**src/hw/ppk_pkg.sv**
```systemverilog
package ppk_pkg;

    // ****************************************************************
    // Register map, byte offsets within one port's 256-byte window
    // ****************************************************************
    localparam logic [7:0] PPK_OFS_OUT = 8'h10;
    localparam logic [7:0] PPK_OFS_IN = 8'h14;
    localparam logic [7:0] PPK_OFS_DIR = 8'h18;
    localparam logic [7:0] PPK_OFS_OD = 8'h1C;
    localparam logic [7:0] PPK_OFS_ALT0 = 8'h44;
    localparam logic [7:0] PPK_OFS_ALT1 = 8'h48;
    localparam logic [7:0] PPK_OFS_EXTINT = 8'h80;
    localparam logic [7:0] PPK_OFS_PWR = 8'h84;

    // ****************************************************************
    // Port windows and geometry
    // ****************************************************************
    localparam logic [31:0] PPK_FIRST_BASE = 32'hF0002800;
    localparam logic [31:0] PPK_LAST_BASE = 32'hF0002D00;
    localparam int PPK_PORTS = 6;
    localparam int PPK_WIDTH = 16;
    localparam int PPK_LINES = PPK_PORTS * PPK_WIDTH;
    localparam int PPK_EXTINT_LINES = 24;

    // ****************************************************************
    // Reset values
    // ****************************************************************
    localparam logic [15:0] PPK_RST_OUT = 16'h0000;
    localparam logic [15:0] PPK_RST_DIR = 16'h0000;
    localparam logic [15:0] PPK_RST_OD = 16'h0000;
    localparam logic [15:0] PPK_RST_ALT = 16'h0000;
    localparam logic [23:0] PPK_RST_EXTINT = 24'h000000;

    // Control registers of one port
    typedef struct packed {
        logic [15:0] out;
        logic [15:0] dir;
        logic [15:0] od;
        logic [15:0] alt0;
        logic [15:0] alt1;
    } ppk_port_s;

    // Whole kernel state
    typedef struct packed {
        ppk_port_s [PPK_PORTS-1:0] port;
        logic [PPK_LINES-1:0] sync1;
        logic [PPK_LINES-1:0] sync2;
        logic [PPK_LINES-1:0] latch;
        logic [23:0] extint_en;
        logic pwr_down;
        logic ack;
        logic [31:0] rdata;
    } ppk_state_s;

    // Wishbone request from the master
    typedef struct packed {
        logic cyc;
        logic stb;
        logic we;
        logic [3:0] sel;
        logic [31:0] adr;
        logic [31:0] dat;
    } ppk_wb_req_s;

endpackage

```
**src/hw/ppk_kernel.sv**
```systemverilog
// The Wishbone register port was decided locally.
`timescale 1ns/1ns
module ppk_kernel
    import ppk_pkg::*;
#(
    parameter int PORTS = PPK_PORTS,
    parameter int WIDTH = PPK_WIDTH
)(
    input wire logic clk_i,
    input wire logic rst_i,
    // Wishbone classic slave
    input wire ppk_wb_req_s wb_req_i,
    output logic [31:0] wb_dat_o,
    output logic wb_ack_o,
    // Pins, enable low while driving
    input wire logic [PORTS*WIDTH-1:0] pin_i,
    output logic [PORTS*WIDTH-1:0] pin_o,
    output logic [PORTS*WIDTH-1:0] pin_oe_n_o,
    // Peripheral side, three alternate output sources per line
    input wire logic [PORTS*WIDTH-1:0] alt_out1_i,
    input wire logic [PORTS*WIDTH-1:0] alt_out2_i,
    input wire logic [PORTS*WIDTH-1:0] alt_out3_i,
    input wire logic [PORTS*WIDTH-1:0] alt_dir_ctl_i,
    input wire logic [PORTS*WIDTH-1:0] alt_dir_i,
    output logic [PORTS*WIDTH-1:0] direct_peripheral_input_o,
    output logic [PORTS*WIDTH-1:0] input_latch_o,
    output logic [PPK_EXTINT_LINES-1:0] ext_irq_o
);

    localparam int LINES = PORTS * WIDTH;

    // ****************************************************************
    // Helpers
    // ****************************************************************

    // Port index from address, or PORTS when outside all windows
    function automatic int port_of(input logic [31:0] adr);
        logic [31:0] rel;
        rel = adr - PPK_FIRST_BASE;
        if (adr < PPK_FIRST_BASE || adr > (PPK_LAST_BASE | 32'h000000FF))
            return PORTS;
        return int'(rel[15:8]);
    endfunction

    // Byte-lane merge of a 16-bit register, upper lanes ignored
    function automatic logic [15:0] merge16(input logic [15:0] old,
                                            input logic [31:0] wd,
                                            input logic [3:0] sel);
        logic [15:0] r;
        r = old;
        if (sel[0])
            r[7:0] = wd[7:0];
        if (sel[1])
            r[15:8] = wd[15:8];
        return r;
    endfunction

    ppk_state_s s_q;
    ppk_state_s s_d;

    logic [LINES-1:0] out_flat;
    logic [LINES-1:0] dir_flat;
    logic [LINES-1:0] od_flat;
    logic [LINES-1:0] alt0_flat;
    logic [LINES-1:0] alt1_flat;

    // ****************************************************************
    // Flattened control bits per line
    // ****************************************************************
    always_comb
    begin
        for (int p = 0; p < PORTS; p++)
        begin
            out_flat[p*WIDTH +: WIDTH] = s_q.port[p].out;
            dir_flat[p*WIDTH +: WIDTH] = s_q.port[p].dir;
            od_flat[p*WIDTH +: WIDTH] = s_q.port[p].od;
            alt0_flat[p*WIDTH +: WIDTH] = s_q.port[p].alt0;
            alt1_flat[p*WIDTH +: WIDTH] = s_q.port[p].alt1;
        end
    end

    // ****************************************************************
    // Output multiplexer and driver control
    // ****************************************************************
    always_comb
    begin
        logic sel_val;
        logic drv_en;
        sel_val = 1'b0;
        drv_en = 1'b0;
        for (int i = 0; i < LINES; i++)
        begin
            unique case ({alt1_flat[i], alt0_flat[i]})
                2'b00: sel_val = out_flat[i];
                2'b01: sel_val = alt_out1_i[i];
                2'b10: sel_val = alt_out2_i[i];
                2'b11: sel_val = alt_out3_i[i];
            endcase
            // Peripheral owns direction only while an alternate is selected
            if (alt_dir_ctl_i[i] && (alt0_flat[i] || alt1_flat[i]))
                drv_en = alt_dir_i[i];
            else
                drv_en = dir_flat[i];
            // Open drain releases the line for a high level
            if (od_flat[i] && sel_val)
                drv_en = 1'b0;
            if (s_q.pwr_down)
                drv_en = 1'b0;
            pin_o[i] = sel_val;
            pin_oe_n_o[i] = ~drv_en;
        end
    end

    // ****************************************************************
    // Input paths
    // ****************************************************************
    // The peripheral copy is taken after the synchroniser, never its first stage
    assign direct_peripheral_input_o = s_q.sync2;
    assign input_latch_o = s_q.latch;
    // Interrupt lines are the first 24 synchronised lines, gated per line
    assign ext_irq_o = s_q.sync2[PPK_EXTINT_LINES-1:0] & s_q.extint_en;

    assign wb_dat_o = s_q.rdata;
    assign wb_ack_o = s_q.ack;

    // ****************************************************************
    // Next state: synchroniser, latch and register bus
    // ****************************************************************
    always_comb
    begin
        int p;
        logic [7:0] ofs;
        logic [15:0] rd16;
        logic hit;
        logic req;
        p = 0;
        ofs = 8'h00;
        rd16 = 16'h0000;
        hit = 1'b0;
        req = 1'b0;
        s_d = s_q;
        // Sampled every edge regardless of direction
        s_d.sync1 = pin_i;
        s_d.sync2 = s_q.sync1;
        s_d.latch = s_q.sync2;
        s_d.ack = 1'b0;
        // Ack for one cycle; the gap lets the master drop strobes
        req = wb_req_i.cyc && wb_req_i.stb && !s_q.ack;
        if (req)
        begin
            p = port_of(wb_req_i.adr);
            ofs = wb_req_i.adr[7:0];
            s_d.ack = 1'b1;
            s_d.rdata = 32'h00000000;
            if (p < PORTS)
            begin
                hit = 1'b1;
                unique case (ofs)
                    PPK_OFS_OUT: rd16 = s_q.port[p].out;
                    PPK_OFS_IN: rd16 = s_q.latch[p*WIDTH +: WIDTH];
                    PPK_OFS_DIR: rd16 = s_q.port[p].dir;
                    PPK_OFS_OD: rd16 = s_q.port[p].od;
                    PPK_OFS_ALT0: rd16 = s_q.port[p].alt0;
                    PPK_OFS_ALT1: rd16 = s_q.port[p].alt1;
                    PPK_OFS_EXTINT:
                        rd16 = (p == 0) ? s_q.extint_en[15:0] :
                               (p == 1) ? {8'h00, s_q.extint_en[23:16]} : 16'h0000;
                    PPK_OFS_PWR: rd16 = {15'h0000, s_q.pwr_down};
                    default: rd16 = 16'h0000;
                endcase
                s_d.rdata = {16'h0000, rd16};
            end
            if (hit && wb_req_i.we)
            begin
                unique case (ofs)
                    PPK_OFS_OUT:
                        s_d.port[p].out = merge16(s_q.port[p].out, wb_req_i.dat, wb_req_i.sel);
                    PPK_OFS_DIR:
                        s_d.port[p].dir = merge16(s_q.port[p].dir, wb_req_i.dat, wb_req_i.sel);
                    PPK_OFS_OD:
                        s_d.port[p].od = merge16(s_q.port[p].od, wb_req_i.dat, wb_req_i.sel);
                    PPK_OFS_ALT0:
                        s_d.port[p].alt0 = merge16(s_q.port[p].alt0, wb_req_i.dat,
                                                   wb_req_i.sel);
                    PPK_OFS_ALT1:
                        s_d.port[p].alt1 = merge16(s_q.port[p].alt1, wb_req_i.dat,
                                                   wb_req_i.sel);
                    PPK_OFS_EXTINT:
                    begin
                        if (p == 0)
                            s_d.extint_en[15:0] = merge16(s_q.extint_en[15:0],
                                                          wb_req_i.dat, wb_req_i.sel);
                        else if (p == 1 && wb_req_i.sel[0])
                            s_d.extint_en[23:16] = wb_req_i.dat[7:0];
                    end
                    PPK_OFS_PWR:
                        if (p == 0 && wb_req_i.sel[0])
                            s_d.pwr_down = wb_req_i.dat[0];
                    default: ;
                endcase
            end
        end
    end

    // ****************************************************************
    // State register
    // ****************************************************************
    always_ff @(posedge clk_i)
    begin
        if (rst_i)
        begin
            s_q <= '0;
            for (int k = 0; k < PORTS; k++)
            begin
                s_q.port[k].out <= PPK_RST_OUT;
                s_q.port[k].dir <= PPK_RST_DIR;
                s_q.port[k].od <= PPK_RST_OD;
                s_q.port[k].alt0 <= PPK_RST_ALT;
                s_q.port[k].alt1 <= PPK_RST_ALT;
            end
            s_q.extint_en <= PPK_RST_EXTINT;
        end
        else
        begin
            s_q <= s_d;
        end
    end

endmodule

```
**config.mk**
```make
export PLATFORM = sky130hd
export DESIGN_NAME = ppk_kernel
export DESIGN_NICKNAME = d
export VERILOG_FILES = /design/src/hw/ppk_pkg.sv /design/src/hw/ppk_kernel.sv
export SDC_FILE = /design/constraint.sdc
export NUM_CORES = 2
export LEC_CHECK = 0
export ABC_AREA = 1
export BUFFER_PORTS_ARGS = -buffer_cell sky130_fd_sc_hd__buf_2
export CAP_MARGIN = 10
export CORE_AREA = 5 5 419 421
export CTS_CLUSTER_DIAMETER = 50
export DETAILED_ROUTE_END_ITERATION = 6
export DIE_AREA = 0 0 424 426
export MAX_ROUTING_LAYER = met4
export PLACE_DENSITY_LB_ADDON = 0.2
export SETUP_SLACK_MARGIN = 0.4
export SYNTH_ARGS = -nofsm -noshare
export SYNTH_HDL_FRONTEND = slang
export SYNTH_SLANG_ARGS = --single-unit
```
**constraint.sdc**
```tcl
create_clock -name clk_i -period 3.82 [get_ports clk_i]
set_clock_uncertainty 0.15 [all_clocks]
set_input_delay 0.382 -clock clk_i [delete_from_list [all_inputs] [get_ports clk_i]]
set_output_delay 0.382 -clock clk_i [all_outputs]
set_load 0.05 [all_outputs]
```
==> flow_summary.yaml <==
floorplanning:
  die_area_um2: 181000
  core.rowCount: 152
  design.core.area_um2: 171000
  ios: 1090
  die_w_um: 424
  die_h_um: 426
  initial_core_util_pct: 24.5
placed_design:
  dp_slack_ns: -0.191
  io_buffer_count: 1055
  gp_congestion: 1.00
  dpl-instance-area_um2: 51500
  hpwl_um: 228000
timing:
  fmax_mhz: 302
  setup_ws_ns: 0.508
  post-route-period-util_pct: 86.7
  setup_viol: 0
  max_slew_margin_pct: 19.4
  rsz0062_at_grt: "no"
  hold_viol_final: 0
  finalCriticalPeriod_ns: 3.31
  worst_pin_slew_ns: 1.21
  fin_tns_setup_ns: 0
  drv_slew: 0
setup_path:
  path_depth: 4
  critPathLaunch: "s_q[33]$_SDFFE_PP0P_"
  arrival_ns: 2.78
  path_buf_inv: 2
  worstSetupPathType: "register to output port"
  critical-path-top-delay-family: "buffers and inverters"
  cp-end-kind: "output port"
  reg2reg_depth: 13
  slowest_delay_ns: 0.71
  start_kind: "register"
  cp.required_ns: 3.29
  endpoint: "pin_oe_n_o[32]"
  regToRegSetupSlack_ns: 1.02
  cp_cell_sequence: "buf_4 > nor2_1 > o311ai_1 > buf_2"
  r2r_start: "wb_ack_o$_SDFF_PP0_"
  crit_fanout: 41
  critPathSlowestCell: "buf_4"
yosys:
  yosys_warnings: 0
  synthTopCellsByCount: "nand2_1 (1,737), dfxtp_1 (810), nor2_1 (791)"
  synth-edff-count: 0
  ys_ff_latch: 810
  ys_types: 50
  synth_top_area_cell: "dfxtp_1"
  synth-async-reset-ratio_pct: 0
  ys.flop_type: "dfxtp_1"
  avgSynthCellArea_um2: 6.50
  yosysMostFrequentCell: "nand2_1"
  synth_area_leaders: "dfxtp_1 (39%), nand2_1 (16%), nor2_1 (7.1%), inv_1 (6.8%), nand3_1 (6.4%)"
  netlist_instances: 6436
  synthesis.area_um2: 41800
  ys_seq_area_share_pct: 38.8
  synth_top_area_share_pct: 38.8
grt:
  grt_pass1_vias: 46800
  antenna_found_initial: 32
  overflow: 0
  track_usage_pct: 30.7
  grt_max_degree: 159
  grt_pass1_wl_um: 376000
power_and_ir_drop:
  internal-power_mw: 16.8
  total_power_mw: 22.7
  switching_share_pct: 25.8
  vdd_drop_max_mv: 0.419
  p_sw_mw: 5.84
  power_density_nw_per_um2: 395
  seq_power_share_pct: 38.2
  pwr-share-clk_pct: 54.6
  p_comb_share_pct: 7.2
  leakage_nw: 25.2
outcome:
  violations: "design-rule violations"
  outcome: "finished with violations"
final_layout:
  fin_area_um2: 57400
  final_nets: 8322
  syn2layout_area_growth_pct: 37.3
  drive_gt1_share_pct: 23.9
route:
  wl_per_cell_um: 28.1
  drc: 3
  vias: 48900
  ant_nets: 0
  viasPerCell: 4.87
  routed_wl_um: 282000
  first_iter_violations: 4274
  dr.pass1.iters: 7
flow_run:
  cap_violations: 0
clock_network:
  post_cts_buffers: 0
  cts.sinks: 810
  path_clk_slew_ns: 0.05
  clock_latency_ns: 0.77
  cts_tree: "built"
  htreeDepth: 4
  root_buffer: "clkbuf_16"
  clock_path_buffers: 3
  numCtsBuffers: 131
min_path:
  hp-class: "input pin to register"
cells by family after synthesis:
kind of cell	after synthesis	synth area share (%)
and+or+nand+nor	3232	32.0
buffers and inverters	1317	14.3
AOI/OAI and AO/OA	1051	14.3
DFF	810	38.8
muxes	24	0.646
adders and majority gates	1	0.0299
other	1	0.00897
routing by layer:
| metal | part of all wire, % | global-route usage, % | wire length [um] | up-vias |
|---|---|---|---|---|
| met5 | 0 | - | 0 | - |
| met3 | 7.3 | 6.53 | 20700 | 540 |
| met1 | 36 | 31.8 | 101000 | 23200 |
| met2 | 50 | 53.7 | 140000 | 2271 |
| li1 | - | - | - | 22900 |
| met4 | 7.1 | 18.1 | 20000 | 0 |
power by group through the flow:
| stage | Sequential [mW] | Clock (mW) | Combinational (mW) |
|---|---|---|---|
| 5_1_grt | 8.66 | 13.0 | 1.73 |
| 6_report | 8.66 | 12.4 | 1.63 |
| 3_5_place_dp | 8.84 | 0 | 1.51 |
| 4_1_cts | 8.66 | 12.6 | 1.63 |
| 3_3_place_gp | 8.84 | 0 | 1.51 |
| 2_1_floorplan | 8.79 | 0 | 0.773 |
layout make-up:
| cell class | count | area, um^2 |
|---|---|---|
| inverters | 780 | 2930 |
| diodes | 23 | 57.6 |
| fillers | 18800 | 114000 |
| repair buffers | 1625 | 11100 |
| well taps | 2233 | 2790 |
| flip-flops and latches | 810 | 16200 |
| clock inverters | 69 | 851 |
| clock buffers | 168 | 3660 |
| multi-input cells | 4324 | 19800 |
stage by stage:
step                instances  util (%)  hold WS [ns]
finish                  10000      33.6        0.0693
global route            10000      33.6        0.0561
CTS                     10000      33.5       0.00483
detailed placement       9640      30.1         0.242
global placement         9640      30.1         0.239
floorplan                6451         -         0.238
repair_timing:
item                      CTS  global route
hold buffers              132             0
hold endpoints to repair  174             0
resized for setup           0             0
cell usage in the layout (no fill, tap or decap), types with 23 or more instances in the layout:
| cell | instances |
|---|---|
| buf_4 | 339 |
| nor3_1 | 33 |
| mux2_2 | 24 |
| inv_1 | 750 |
| o211ai_1 | 55 |
| nand3_1 | 534 |
| o31ai_1 | 47 |
| buf_12 | 99 |
| dlygate4sd3_1 | 132 |
| buf_2 | 1054 |
| a31oi_1 | 63 |
| o311ai_0 | 43 |
| nand2_1 | 1736 |
| a21oi_1 | 523 |
| o21ai_0 | 245 |
| inv_2 | 26 |
| nand4_1 | 37 |
| nor2_1 | 784 |
| nor2_2 | 50 |
| dfxtp_1 | 809 |
| diode_2 | 23 |
| clkbuf_16 | 135 |
how the worst min path moves through the flow:
stage / to / depth (start not counted) / slack [ns] / from
floorplan: direct_peripheral_input_o[0]$_SDFF_PP0_ / 2 / 0.24 / s_d[154]$_SDFF_PP0_
finish: register / 5 / 0.07 / wb_req_i[42]
detailed placement: direct_peripheral_input_o[87]$_SDFF_PP0_ / 2 / 0.24 / s_d[241]$_SDFF_PP0_
CTS: register / 5 / 0.005 / wb_req_i[42]
global route: register / 5 / 0.06 / wb_req_i[42]
global placement: direct_peripheral_input_o[79]$_SDFF_PP0_ / 2 / 0.24 / s_d[233]$_SDFF_PP0_
worst register-to-register path, cell delays in order, from the launching register on:
cell and delay [ns]:
dfxtp_1 0.32, nor2_1 0.10, buf_4 0.17, nand3_1 0.11
nor2_2 0.18, nand2_4 0.07, buf_4 0.17, nor2_4 0.11
inv_2 0.08, nor2_8 0.12, inv_4 0.13, nor2_4 0.49
nand3_1 0.33, a31oi_1 0.20
No activity file was read; power rests on OpenSTA's default activity.
